**config.mk**
```make
export PLATFORM = sky130hd
export DESIGN_NAME = unb_uart
export DESIGN_NICKNAME = d
export VERILOG_FILES = /design/src/common/unb_pkg.sv /design/src/verilog/unb_baud.sv /design/src/verilog/unb_uart.sv
export VERILOG_INCLUDE_DIRS = /design/src /design/src/common
export SDC_FILE = /design/constraint.sdc
export NUM_CORES = 1
export LEC_CHECK = 0
export ABC_AREA = 1
export BUFFER_PORTS_ARGS = -buffer_cell sky130_fd_sc_hd__buf_2
export CAP_MARGIN = 25
export CORE_MARGIN = 2
export CORE_UTILIZATION = 45
export CTS_BUF_LIST = sky130_fd_sc_hd__clkbuf_4
export CTS_CLUSTER_DIAMETER = 30
export DETAILED_ROUTE_END_ITERATION = 8
export PLACE_DENSITY = 0.68
export SLEW_MARGIN = 20
export SYNTH_ARGS = -nofsm -noshare
export SYNTH_HDL_FRONTEND = slang
export SYNTH_SLANG_ARGS = --single-unit
export TNS_END_PERCENT = 1
```
**constraint.sdc**
```tcl
create_clock -name hclk -period 1.7 [get_ports hclk]
set_input_delay 0 -clock hclk [delete_from_list [all_inputs] [get_ports hclk]]
set_output_delay 0 -clock hclk [all_outputs]
set_load 0.02 [all_outputs]
```
**src/common/unb_map.svh**
```systemverilog
`ifndef UNB_MAP_SVH
`define UNB_MAP_SVH

// Register byte offsets
`define UNB_OFF_SERIAL_CONTROL   8'h00
`define UNB_OFF_SERIAL_BUFFER    8'h04
`define UNB_OFF_POWER_CONTROL    8'h08
`define UNB_OFF_BOOT_CONFIG      8'h0C
`define UNB_OFF_T1_RELOAD        8'h10
`define UNB_OFF_T2_RELOAD_LOW    8'h14
`define UNB_OFF_T2_RELOAD_HIGH   8'h18
`define UNB_OFF_T2_CONTROL       8'h1C
`define UNB_OFF_STATUS           8'h20

// Field positions
`define UNB_SC_MODE_HI           7
`define UNB_SC_MODE_LO           6
`define UNB_SC_MP_EN             5
`define UNB_SC_RX_EN             4
`define UNB_SC_TX_B8             3
`define UNB_SC_RX_B8             2
`define UNB_SC_TX_DONE           1
`define UNB_SC_RX_DONE           0
`define UNB_PC_BAUD_DOUBLE       7
`define UNB_BC_CLOCK_MODE        6
`define UNB_T2_FLAG              7
`define UNB_T2_RX_SRC            5
`define UNB_T2_TX_SRC            4

// Reset values
`define UNB_RST_CLOCK_MODE       1'b1
`define UNB_RST_LINE             1'b1

// Timing counts
`define UNB_MC_LAST_TWELVE       4'hB
`define UNB_MC_LAST_SIX          4'h5
`define UNB_OSC_LAST_MAX         2'h3
`define UNB_T1_TOP               8'hFF
`define UNB_T2_TOP               16'hFFFF
`define UNB_TICK_HALF            4'h7
`define UNB_TICK_LAST            4'hF
`define UNB_RX_LAST_BIT          4'h8
`define UNB_TX_LAST_M1           4'h9
`define UNB_TX_LAST_M23          4'hA

`endif

```
**src/common/unb_pkg.sv**
```systemverilog
package unb_pkg;

	typedef enum logic [1:0] {
		UNB_RX_IDLE,
		UNB_RX_START,
		UNB_RX_DATA
	} unb_rx_state_t;

	typedef struct packed {
		logic [3:0]  presc;
		logic [7:0]  t1_cnt;
		logic        t1_half;
		logic [15:0] t2_cnt;
		logic        t2_ph;
		logic [1:0]  osc_cnt;
		logic        rx_tick;
		logic        tx_tick;
		logic        sh_tick;
		logic        t2_ovf;
	} unb_baud_t;

	typedef struct packed {
		logic [1:0]    mode;
		logic          multiproc_enable;
		logic          rx_enable;
		logic          tx_ninth_bit;
		logic          rx_ninth_bit;
		logic          transmit_done_flag;
		logic          receive_done_flag;
		logic [7:0]    rx_buf;
		logic          baud_double;
		logic          clock_mode_select;
		logic [7:0]    timer_one_reload_byte;
		logic [7:0]    timer_two_reload_low;
		logic [7:0]    timer_two_reload_high;
		logic          rx_clock_from_timer_two;
		logic          tx_clock_from_timer_two;
		logic          t2_flag;
		logic          s1;
		logic          s2;
		logic          rx_prev;
		unb_rx_state_t rx_st;
		logic [3:0]    rx_tk;
		logic [3:0]    rx_bit;
		logic [8:0]    rx_sh;
		logic          tx_busy;
		logic [3:0]    tx_tk;
		logic [3:0]    tx_bit;
		logic [10:0]   tx_sh;
		logic          tx_pin;
		logic          d_wr;
		logic [7:0]    d_addr;
		logic [31:0]   hrdata;
	} unb_core_t;

endpackage

```
**src/verilog/unb_baud.sv**
```systemverilog
`timescale 1ns/1ns
`default_nettype none
`include "unb_map.svh"

module unb_baud (
	input  wire logic        hclk,
	input  wire logic        hresetn,
	input  wire logic [1:0]  mode,
	input  wire logic        baud_double,
	input  wire logic        clock_mode_select,
	input  wire logic [7:0]  t1_reload,
	input  wire logic [15:0] t2_reload,
	input  wire logic        rx_src_t2,
	input  wire logic        tx_src_t2,
	output logic             rx_tick,
	output logic             tx_tick,
	output logic             sh_tick,
	output logic             t2_ovf
);

	unb_pkg::unb_baud_t r_reg;
	unb_pkg::unb_baud_t r_next;

	logic       mc_end;
	logic       t1_ovf;
	logic       t1_tick;
	logic       t2_step;
	logic       t2_wrap;
	logic       osc_tick;
	logic [1:0] osc_last;
	logic [1:0] osc_shift;

	always_comb begin
		r_next = r_reg;
		// Machine-cycle prescaler, also the mode 0 shift rate
		// At or past the end, so a switch to the short cycle never waits for a wrap
		mc_end = r_reg.presc >= (clock_mode_select ? `UNB_MC_LAST_TWELVE : `UNB_MC_LAST_SIX);
		r_next.presc = mc_end ? 4'h0 : r_reg.presc + 4'h1;
		// Auto-reload byte and the machine-cycle length set the overflow rate
		t1_ovf = mc_end && r_reg.t1_cnt == `UNB_T1_TOP;
		// A count below the reload is left from reset or a new reload; jump at once
		if (mc_end) begin
			r_next.t1_cnt = (t1_ovf || r_reg.t1_cnt < t1_reload) ? t1_reload : r_reg.t1_cnt + 8'h1;
		end
		r_next.t1_half = t1_ovf ? ~r_reg.t1_half : r_reg.t1_half;
		t1_tick = t1_ovf && (baud_double || r_reg.t1_half);
		// Timer 2 steps at osc/2 in twelve-clock mode, every clock in six-clock mode
		t2_step = clock_mode_select ? r_reg.t2_ph : 1'b1;
		r_next.t2_ph = ~r_reg.t2_ph;
		t2_wrap = t2_step && r_reg.t2_cnt == `UNB_T2_TOP;
		// Same jump, or a new rate could wait up to 65536 steps
		if (t2_step) begin
			r_next.t2_cnt = (t2_wrap || r_reg.t2_cnt < t2_reload) ? t2_reload : r_reg.t2_cnt + 16'h1;
		end
		// Oscillator-derived 16x tick for mode 2
		osc_shift = {1'b0, baud_double} + {1'b0, ~clock_mode_select};
		osc_last = 2'(`UNB_OSC_LAST_MAX >> osc_shift);
		osc_tick = r_reg.osc_cnt == osc_last;
		r_next.osc_cnt = osc_tick ? 2'h0 : r_reg.osc_cnt + 2'h1;
		// Mode 3 differs from mode 2 only in this source choice
		if (mode == 2'h2) begin
			r_next.rx_tick = osc_tick;
			r_next.tx_tick = osc_tick;
		end else begin
			r_next.rx_tick = rx_src_t2 ? t2_wrap : t1_tick;
			r_next.tx_tick = tx_src_t2 ? t2_wrap : t1_tick;
		end
		r_next.sh_tick = mc_end;
		r_next.t2_ovf = t2_wrap;
	end

	always_ff @(posedge hclk or negedge hresetn) begin
		if (!hresetn) begin
			r_reg <= '0;
		end else begin
			r_reg <= r_next;
		end
	end

	assign rx_tick = r_reg.rx_tick;
	assign tx_tick = r_reg.tx_tick;
	assign sh_tick = r_reg.sh_tick;
	assign t2_ovf = r_reg.t2_ovf;

endmodule

`default_nettype wire

```
**src/verilog/unb_uart.sv**
```systemverilog
`timescale 1ns/1ns
`default_nettype none
`include "unb_map.svh"

module unb_uart (
	input  wire logic        hclk,
	input  wire logic        hresetn,
	input  wire logic        hsel,
	input  wire logic [31:0] haddr,
	input  wire logic [1:0]  htrans,
	input  wire logic        hwrite,
	input  wire logic [2:0]  hsize,
	input  wire logic [31:0] hwdata,
	input  wire logic        hready,
	output logic             hreadyout,
	output logic             hresp,
	output logic [31:0]      hrdata,
	input  wire logic        serial_rx_pin,
	output logic             serial_tx_pin,
	output logic             serial_irq,
	output logic             timer_two_irq,
	output logic             shift_clock_tick
);

	unb_pkg::unb_core_t r_reg;
	unb_pkg::unb_core_t r_next;

	logic       rx_tick;
	logic       tx_tick;
	logic       t2_ovf;
	logic       take;
	logic       fall;
	logic       t2_baud;
	logic [7:0] wd;
	logic [3:0] tx_last;

	// Read view of the register map; fed the next state so a read
	// right behind a write to the same register sees the new value
	function automatic logic [7:0] read_mux(
		input logic [7:0]         addr,
		input unb_pkg::unb_core_t s
	);
		logic [7:0] v;
		v = 8'h00;
		case (addr)
			`UNB_OFF_SERIAL_CONTROL: begin
				v = {s.mode, s.multiproc_enable, s.rx_enable, s.tx_ninth_bit,
					s.rx_ninth_bit, s.transmit_done_flag, s.receive_done_flag};
			end
			`UNB_OFF_SERIAL_BUFFER: begin
				v = s.rx_buf;
			end
			`UNB_OFF_POWER_CONTROL: begin
				v[`UNB_PC_BAUD_DOUBLE] = s.baud_double;
			end
			`UNB_OFF_BOOT_CONFIG: begin
				v[`UNB_BC_CLOCK_MODE] = s.clock_mode_select;
			end
			`UNB_OFF_T1_RELOAD: begin
				v = s.timer_one_reload_byte;
			end
			`UNB_OFF_T2_RELOAD_LOW: begin
				v = s.timer_two_reload_low;
			end
			`UNB_OFF_T2_RELOAD_HIGH: begin
				v = s.timer_two_reload_high;
			end
			`UNB_OFF_T2_CONTROL: begin
				v[`UNB_T2_FLAG] = s.t2_flag;
				v[`UNB_T2_RX_SRC] = s.rx_clock_from_timer_two;
				v[`UNB_T2_TX_SRC] = s.tx_clock_from_timer_two;
			end
			`UNB_OFF_STATUS: begin
				// Next-state edge stage holds the second synchroniser stage
				v = {5'h00, s.rx_prev, s.tx_busy, s.rx_st != unb_pkg::UNB_RX_IDLE};
			end
			default: begin
				v = 8'h00;
			end
		endcase
		return v;
	endfunction

	unb_baud u_baud (
		.hclk              (hclk),
		.hresetn           (hresetn),
		.mode              (r_reg.mode),
		.baud_double       (r_reg.baud_double),
		.clock_mode_select (r_reg.clock_mode_select),
		.t1_reload         (r_reg.timer_one_reload_byte),
		.t2_reload         ({r_reg.timer_two_reload_high, r_reg.timer_two_reload_low}),
		.rx_src_t2         (r_reg.rx_clock_from_timer_two),
		.tx_src_t2         (r_reg.tx_clock_from_timer_two),
		.rx_tick           (rx_tick),
		.tx_tick           (tx_tick),
		.sh_tick           (shift_clock_tick),
		.t2_ovf            (t2_ovf)
	);

	always_comb begin
		r_next = r_reg;
		wd = hwdata[7:0];
		take = hsel && htrans[1] && hready;
		t2_baud = r_reg.rx_clock_from_timer_two || r_reg.tx_clock_from_timer_two;
		tx_last = (r_reg.mode == 2'h1) ? `UNB_TX_LAST_M1 : `UNB_TX_LAST_M23;

		// Pin synchroniser; only the second stage feeds the edge detector
		r_next.s1 = serial_rx_pin;
		r_next.s2 = r_reg.s1;
		r_next.rx_prev = r_reg.s2;
		fall = r_reg.rx_prev && !r_reg.s2;

		// Bus address phase; every access is a single word
		r_next.d_wr = take && hwrite;
		r_next.d_addr = haddr[7:0];

		// Software writes land in the data phase
		if (r_reg.d_wr) begin
			case (r_reg.d_addr)
				`UNB_OFF_SERIAL_CONTROL: begin
					r_next.mode = wd[`UNB_SC_MODE_HI:`UNB_SC_MODE_LO];
					r_next.multiproc_enable = wd[`UNB_SC_MP_EN];
					r_next.rx_enable = wd[`UNB_SC_RX_EN];
					r_next.tx_ninth_bit = wd[`UNB_SC_TX_B8];
					r_next.rx_ninth_bit = wd[`UNB_SC_RX_B8];
					// Writing 1 keeps a flag, writing 0 clears it
					r_next.transmit_done_flag = r_reg.transmit_done_flag && wd[`UNB_SC_TX_DONE];
					r_next.receive_done_flag = r_reg.receive_done_flag && wd[`UNB_SC_RX_DONE];
				end
				`UNB_OFF_SERIAL_BUFFER: begin
					// A write while a frame is on the line is dropped
					if (!r_reg.tx_busy && r_reg.mode != 2'h0) begin
						r_next.tx_busy = 1'b1;
						r_next.tx_tk = 4'h0;
						r_next.tx_bit = 4'h0;
						// Start, data LSB first, ninth or stop, stop
						if (r_reg.mode == 2'h1) begin
							r_next.tx_sh = {2'b11, wd, 1'b0};
						end else begin
							r_next.tx_sh = {1'b1, r_reg.tx_ninth_bit, wd, 1'b0};
						end
					end
				end
				`UNB_OFF_POWER_CONTROL: begin
					r_next.baud_double = wd[`UNB_PC_BAUD_DOUBLE];
				end
				`UNB_OFF_BOOT_CONFIG: begin
					r_next.clock_mode_select = wd[`UNB_BC_CLOCK_MODE];
				end
				`UNB_OFF_T1_RELOAD: begin
					r_next.timer_one_reload_byte = wd;
				end
				`UNB_OFF_T2_RELOAD_LOW: begin
					r_next.timer_two_reload_low = wd;
				end
				`UNB_OFF_T2_RELOAD_HIGH: begin
					r_next.timer_two_reload_high = wd;
				end
				`UNB_OFF_T2_CONTROL: begin
					r_next.t2_flag = r_reg.t2_flag && wd[`UNB_T2_FLAG];
					r_next.rx_clock_from_timer_two = wd[`UNB_T2_RX_SRC];
					r_next.tx_clock_from_timer_two = wd[`UNB_T2_TX_SRC];
				end
				default: begin
					r_next.d_addr = r_next.d_addr;
				end
			endcase
		end

		// Timer 2 overflow flags only when it is not the baud source
		if (t2_ovf && !t2_baud) begin
			r_next.t2_flag = 1'b1;
		end

		// Receiver; mode 0 and a cleared enable hold it idle
		case (r_reg.rx_st)
			unb_pkg::UNB_RX_IDLE: begin
				// Falling edge opens a frame
				if (fall && r_reg.rx_enable && r_reg.mode != 2'h0) begin
					r_next.rx_st = unb_pkg::UNB_RX_START;
					r_next.rx_tk = 4'h0;
				end
			end
			unb_pkg::UNB_RX_START: begin
				if (rx_tick) begin
					r_next.rx_tk = r_reg.rx_tk + 4'h1;
					// Half a bit later the line must still be low
					if (r_reg.rx_tk == `UNB_TICK_HALF) begin
						r_next.rx_tk = 4'h0;
						r_next.rx_bit = 4'h0;
						if (r_reg.s2) begin
							r_next.rx_st = unb_pkg::UNB_RX_IDLE;
						end else begin
							r_next.rx_st = unb_pkg::UNB_RX_DATA;
						end
					end
				end
			end
			unb_pkg::UNB_RX_DATA: begin
				if (rx_tick) begin
					r_next.rx_tk = r_reg.rx_tk + 4'h1;
					// Sixteen ticks from one centre to the next
					if (r_reg.rx_tk == `UNB_TICK_LAST) begin
						r_next.rx_sh = {r_reg.s2, r_reg.rx_sh[8:1]};
						r_next.rx_bit = r_reg.rx_bit + 4'h1;
						// Ninth sample: ninth bit in modes 2/3, stop in 1
						if (r_reg.rx_bit == `UNB_RX_LAST_BIT) begin
							r_next.rx_st = unb_pkg::UNB_RX_IDLE;
							// Ninth bit separates address from data
							if (!r_reg.receive_done_flag &&
								(!r_reg.multiproc_enable || r_reg.s2)) begin
								r_next.rx_buf = r_reg.rx_sh[8:1];
								r_next.rx_ninth_bit = r_reg.s2;
								r_next.receive_done_flag = 1'b1;
							end
							// Otherwise nothing is loaded
						end
					end
				end
			end
			default: begin
				r_next.rx_st = unb_pkg::UNB_RX_IDLE;
			end
		endcase
		if (!r_reg.rx_enable || r_reg.mode == 2'h0) begin
			r_next.rx_st = unb_pkg::UNB_RX_IDLE;
		end

		// Transmitter: sixteen ticks per bit
		if (r_reg.tx_busy && tx_tick) begin
			r_next.tx_tk = r_reg.tx_tk + 4'h1;
			if (r_reg.tx_tk == `UNB_TICK_LAST) begin
				r_next.tx_sh = {1'b1, r_reg.tx_sh[10:1]};
				r_next.tx_bit = r_reg.tx_bit + 4'h1;
				// Flag rises after the full stop bit has been on the line
				if (r_reg.tx_bit == tx_last) begin
					r_next.tx_busy = 1'b0;
					r_next.transmit_done_flag = 1'b1;
				end
			end
		end
		r_next.tx_pin = r_next.tx_busy ? r_next.tx_sh[0] : `UNB_RST_LINE;

		// Read data registered at the address phase from the next state
		if (take && !hwrite) begin
			r_next.hrdata = {24'h000000, read_mux(haddr[7:0], r_next)};
		end
	end

	always_ff @(posedge hclk or negedge hresetn) begin
		if (!hresetn) begin
			r_reg <= '0;
			r_reg.clock_mode_select <= `UNB_RST_CLOCK_MODE;
			r_reg.s1 <= `UNB_RST_LINE;
			r_reg.s2 <= `UNB_RST_LINE;
			r_reg.rx_prev <= `UNB_RST_LINE;
			r_reg.tx_pin <= `UNB_RST_LINE;
		end else begin
			r_reg <= r_next;
		end
	end

	// Zero wait states; no error response exists
	assign hreadyout = 1'b1;
	assign hresp = 1'b0;
	assign hrdata = r_reg.hrdata;
	assign serial_tx_pin = r_reg.tx_pin;
	assign serial_irq = r_reg.receive_done_flag || r_reg.transmit_done_flag;
	assign timer_two_irq = r_reg.t2_flag;

endmodule

`default_nettype wire

```
==> flow_metrics.tcl, run 1 <==
set metrics [dict create \
    status "finished, violations left" \
    violations "negative setup slack" \
    wire_per_inst_um 14.6 \
    cpPeakStageDelay_ns 0.43 \
    core_um2 17400 \
    fill_cells 1521 \
    cts.clk_slew.worst_paths_ns 0.13 \
    peakVddDrop_mv 0.793 \
    min_to "r_next[82]" \
    min_path_cells 2 \
    tightest_slew_ns 0.510 \
    critPathLaunchType "flop" \
    timing.rr.end "u_baud.r_reg[13]" \
    synth_edf_count 0 \
    max_freq_mhz 520 \
    start_util_pct 46.4 \
    critPathKind "reg -> reg" \
    layout_min_cycle_time_ns 1.92 \
    synthArstFlopShare_pct 100 \
    final_common_cell "nand2_1" \
    crit_fanout 6 \
    synth_seq_area_share_pct 43.4 \
    vias 7244 \
    post_drt_via_cell_ratio 5.01 \
    ys.flop_type "dfrtp_1" \
    row_count 48 \
    min-delay-start "serial_rx_pin" \
    areaGrowthSynthToFinish_pct 26.9 \
    synth_cell_types 44 \
    chipHeight_um 138 \
    cp_num_buf_inv 2 \
    htree_levels 4 \
    crit_slowest_cell "dfrtp_1" \
    max_cap_viol_count 0 \
    grt_pass1_wl_um 33800 \
    mostFrequentLayoutCells "260 x nand2_1, 135 x dfrtp_1, 119 x inv_1" \
    syn-cell-area_um2 8080 \
    rsz0062_at_grt "true" \
    worstSkewPairLatency_ns 0.57 \
    syn_inst 1027 \
    dieWidth_um 138 \
    largest_register_ffs 92 \
    clock-sinks 140 \
    antenna_found_initial 1 \
    yosysWarningCount 0 \
    setup_viol 34 \
    gp_congestion 0.876 \
    wl_um 21100 \
    cp-startpoint "u_baud.r_reg[8]" \
    clockBufferDepth 2 \
    cts_root_buf "clkbuf_4" \
    wl_met1_um 9700 \
    final_hold_viol_count 0 \
    grt_pass1_vias 6884 \
    syn_avg_cell_area_um2 7.87 \
    dieArea_um2 19000 \
    hold_path.class "in -> reg" \
    fin_nets 1318 \
    overflow 0 \
    cts_buffers 17 \
    drt_first_iter_violations 580 \
    maxSlewViolCount 0 \
    r2r_setup_slack_ns -0.22 \
    drc 0 \
    antenna_left 0 \
    worst-r2r-cell-count 11 \
    cp.depth 11 \
    port-buffer-count 34 \
    critPathRequiredTime_ns 2.20 \
    route.met2.wl_um 9950 \
    finalInstanceArea_um2 10200 \
    hpwl_um 15200 \
    finClkSkew_ns 0.0272 \
    leakagePower_nw 5.26 \
    wl_met3_um 1150 \
    period_share_pct 113 \
    ios 113 \
    grt_max_degree 52 \
    grt_use_total_pct 23.1 \
    dr.pass1.iters 6 \
    drive_gt1_share_pct 23.7 \
    slew_headroom_pct 66.0 \
    setup_ws_ns -0.224 \
    ys_ff_latch 140 \
    regToRegStartpoint "u_baud.r_reg[8]" \
    crit_chain "ha_2, nand2_2, nor3_4, buf_4, nand2_2, nor2_4, nand2_4, buf_6, nand3_1, nand3_1, nand2_1" \
    powerDensity_nw_per_um2 1060 \
    holdWs_ns 0.0898 \
    endpoint_kind "flop" \
    topRoutingLayerUsed "met4" \
    place_area_um2 9240 \
    cts_tree "yes" \
    crit_arrival_ns 2.42 \
    cp_top_family "simple AND/OR/NAND/NOR gates" \
]
-- synthesized netlist by cell type (all sizes together), types with 3 or more instances --
library cell	instances	area [µm²]
xor2	14	123
o21ai	61	309
clkbuf	8	30.0
o211ai	16	120
nor2	75	317
dfrtp	135	3380
o21a	14	105
buf	42	319
dfstp	5	131
xnor2	10	87.6
nand3b	7	52.6
a21oi	33	169
inv	133	499
nor3b	3	22.5
nor3	14	103
ha	37	463
nand4	5	37.5
and2	13	81.3
nand2	280	1080
nand3	109	546
-- how the worst max path moves through the flow --
stage                  endpoint  slack [ns]
2_1_floorplan         hrdata[1]       -0.05
3_3_place_gp   u_baud.r_reg[15]       -0.08
3_5_place_dp   u_baud.r_reg[13]       -0.13
4_1_cts        u_baud.r_reg[25]        -0.1
5_1_grt        u_baud.r_reg[13]       -0.29
6_report       u_baud.r_reg[13]       -0.22
-- stage by stage --
stage	power, mW	cells	util [%]	setup WS [ns]	setup TNS (ns)
floorplan	6.40	1051	-	-0.0467	-0.864
global placement	7.51	1379	53.0	-0.0848	-2.38
detailed placement	7.60	1379	53.0	-0.130	-3.60
CTS	10.4	1439	57.1	-0.0976	-2.52
global route	11.6	1445	58.8	-0.289	-7.38
finish	10.8	1445	58.8	-0.224	-3.15
-- cells by family (layout without fill, tap and decap cells) --
| group | after synthesis | in the layout | share of synthesized area [%] |
|---|---|---|---|
| simple gates | 509 | 510 | 28.1 |
| other cells | 2 | 27 | 0.0930 |
| buf+inv | 183 | 350 | 10.5 |
| compound gates | 130 | 130 | 9.28 |
| xor+xnor | 24 | 24 | 2.60 |
| flops | 140 | 140 | 43.4 |
| mux | 2 | 2 | 0.279 |
| fa+ha+maj | 37 | 37 | 5.73 |
-- per-layer routing --
metal / track usage, % / vias up
li1: - / 3617
met4: 5.27 / 0
met3: 4.06 / 22
met5: 0 / -
met1: 32.7 / 3394
met2: 37.0 / 211
-- final cells by class --
| type | count | area, µm² | area share [%] |
|---|---|---|---|
| multi-input combinational | 729 | 4150 | 40.5 |
| sequential | 140 | 3510 | 34.2 |
| timing repair buffer | 185 | 1470 | 14.3 |
| inverter | 133 | 508 | 4.96 |
| tap | 225 | 282 | 2.75 |
| clock inverter | 14 | 194 | 1.89 |
| clock buffer | 18 | 135 | 1.32 |
| antenna | 1 | 2.50 | 0.0244 |
-- what timing repair did --
| action | CTS | global route |
|---|---|---|
| cloned | 2 | 1 |
| hold buffers | 23 | 0 |
| buffers inserted | 3 | 4 |
| pin swaps | 6 | 18 |
| endpoints found under the setup margin | 46 | 62 |
| gates resized for setup | 30 | 60 |
| endpoints found under the hold margin | 198 | 0 |
-- report_power, final --
group	internal (mW)	leakage (nW)	switching [mW]
clock network	1.19	0.173	1.31
logic	1.92	3.36	2.39
registers	3.69	1.72	0.324
total	6.81	5.26	4.03
(Power assumes the default switching activity.)
==> run 2: changes to the inputs <==
--- a/config.mk
+++ b/config.mk
@@ -9,12 +9,13 @@
 export ABC_AREA = 1
 export BUFFER_PORTS_ARGS = -buffer_cell sky130_fd_sc_hd__buf_2
 export CAP_MARGIN = 25
-export CORE_MARGIN = 2
+export CORE_MARGIN = 5
 export CORE_UTILIZATION = 45
 export CTS_BUF_LIST = sky130_fd_sc_hd__clkbuf_4
 export CTS_CLUSTER_DIAMETER = 30
 export DETAILED_ROUTE_END_ITERATION = 8
 export PLACE_DENSITY = 0.68
+export SETUP_SLACK_MARGIN = 0.3
 export SLEW_MARGIN = 20
 export SYNTH_ARGS = -nofsm -noshare
 export SYNTH_HDL_FRONTEND = slang
==> flow_metrics.tcl, run 2 (same netlist as run 1, synthesis figures left out) <==
set metrics [dict create \
    overflow 0 \
    violations "negative setup slack" \
    start_util_pct 45.3 \
    wire_per_inst_um 14.8 \
    rsz0062_at_grt "true" \
    max_cap_viol_count 0 \
    critPathKind "reg -> reg" \
    maxSlewViolCount 0 \
    max_freq_mhz 542 \
    worstSkewPairLatency_ns 0.56 \
    dr.pass1.iters 5 \
    endpoint_kind "flop" \
    peakVddDrop_mv 0.512 \
    cts.clk_slew.worst_paths_ns 0.12 \
    grt_max_degree 45 \
    dieArea_um2 20700 \
    cts_root_buf "clkbuf_4" \
    leakagePower_nw 5.39 \
    period_share_pct 109 \
    crit_fanout 7 \
    ios 113 \
    core_um2 17800 \
    chipHeight_um 144 \
    mostFrequentLayoutCells "246 x nand2_1, 133 x dfrtp_1, 124 x buf_4" \
    htree_levels 4 \
    postLayoutCoreUtil_pct 60.1 \
    hold_path.class "in -> reg" \
    row_count 49 \
    port-buffer-count 34 \
    antenna_found_initial 1 \
    drt_first_iter_violations 480 \
    gp_congestion 0.893 \
    critPathLaunchType "flop" \
    fin_nets 1341 \
    grt_pass1_vias 7201 \
    critPathRequiredTime_ns 2.19 \
    grt_use_total_pct 21.4 \
    finClkSkew_ns 0.0229 \
    setup_ws_ns -0.145 \
    setup-tns-final_ns -2.40 \
    final_hold_viol_count 0 \
    wl_um 21700 \
    vias 7461 \
    cts_buffers 17 \
    grt_pass1_wl_um 35300 \
    post_drt_via_cell_ratio 5.07 \
    powerDensity_nw_per_um2 981 \
    drc 0 \
    hpwl_um 15400 \
    power_mw 10.5 \
    areaGrowthSynthToFinish_pct 32.7 \
    layout_min_cycle_time_ns 1.84 \
    final_common_cell "nand2_1" \
    clock-sinks 140 \
    fill_cells 1489 \
    clockBufferDepth 2 \
    cts_tree "yes" \
    setup_viol 46 \
    antenna_left 0 \
    regArea_um2 3510 \
    holdWs_ns 0.0974 \
    status "finished, violations left" \
    dieWidth_um 144 \
    multi_input_area_um2 4440 \
    largest_register_ffs 92 \
    drive_gt1_share_pct 30.4 \
    crit_arrival_ns 2.34 \
]
## run 2: changes by cell type in the layout (fill, tap and decap cells not counted), moves of 5 or more
cell / delta
nor2_2: +5
nand2_2: +14
buf_4: +9
buf_6: +18
o21ai_0: -15
nand3_1: -16
nor2_1: -8
nand3_2: +14
o21ai_2: +12
nand2_1: -14
a21oi_2: +5
## run 2: power by group
part	switching [mW]	leakage, nW	internal, mW
Clock	1.31	0.155	0.960
Sequential	0.311	1.72	3.70
Combinational	2.35	3.52	1.89
Total	3.97	5.39	6.54
## run 2: worst paths after layout
| kind | end | from | slack, ns | cells after the start |
|---|---|---|---|---|
| max | hrdata[3] | r_reg[33] | -0.14 | 11 |
| min | r_next[82] | serial_rx_pin | 0.1 | 2 |
| max reg2reg | hrdata[3] | r_reg[33] | -0.14 | 11 |
| min reg2reg | r_next[81] | r_next[82] | 0.37 | 0 |
| max in group asynchronous | r_reg[111] | hresetn | 0.56 | 4 |
| min in group asynchronous | r_reg[75] | hresetn | 0.48 | 3 |
## run 2: layout make-up
cell class              count  area share (%)
multi-input cells         729            41.4
flip-flops and latches    140            32.8
inverters                 133            4.84
diodes                      1          0.0233
clock inverters            11            1.27
clock buffers              21            1.47
repair buffers            208            15.6
well taps                 229            2.67
## run 2: stage by stage
stage	area, µm²	worst slack (ns)	instances
after CTS	10300	-0.0854	1464
after detailed placement	9300	-0.256	1394
final	10700	-0.145	1472
after floorplan	8190	-0.0467	1051
after global routing	10700	-0.190	1472
after global placement	9300	-0.145	1394
## run 2: what timing repair did
item / in CTS / in global routing
cloned: 1 / 0
buffers inserted: 14 / 7
hold buffers: 23 / 0
pin swaps: 35 / 33
setup endpoints to repair: 114 / 123
endpoints found under the hold margin: 196 / 0
resized for setup: 100 / 101
## run 2: per-layer routing
| layer | up-vias | routed length [µm] | GRT usage (%) |
|---|---|---|---|
| li1 | 3673 | - | - |
| met3 | 34 | 1260 | 4.27 |
| met2 | 228 | 10300 | 33.9 |
| met1 | 3526 | 9680 | 29.6 |
| met4 | 0 | 466 | 6.84 |
| met5 | - | 0 | 0 |
## run 2: worst max-delay path, stage by stage, from the launching register on
cell     delay, ns
dfrtp_1       0.42
nor2_4        0.16
buf_4         0.13
nand3_2       0.12
nor2_4        0.26
buf_6         0.16
nand2_1       0.05
o21ai_0       0.14
nand2_1       0.09
nand2_1       0.10
o21ai_2       0.08
nand2_1       0.07
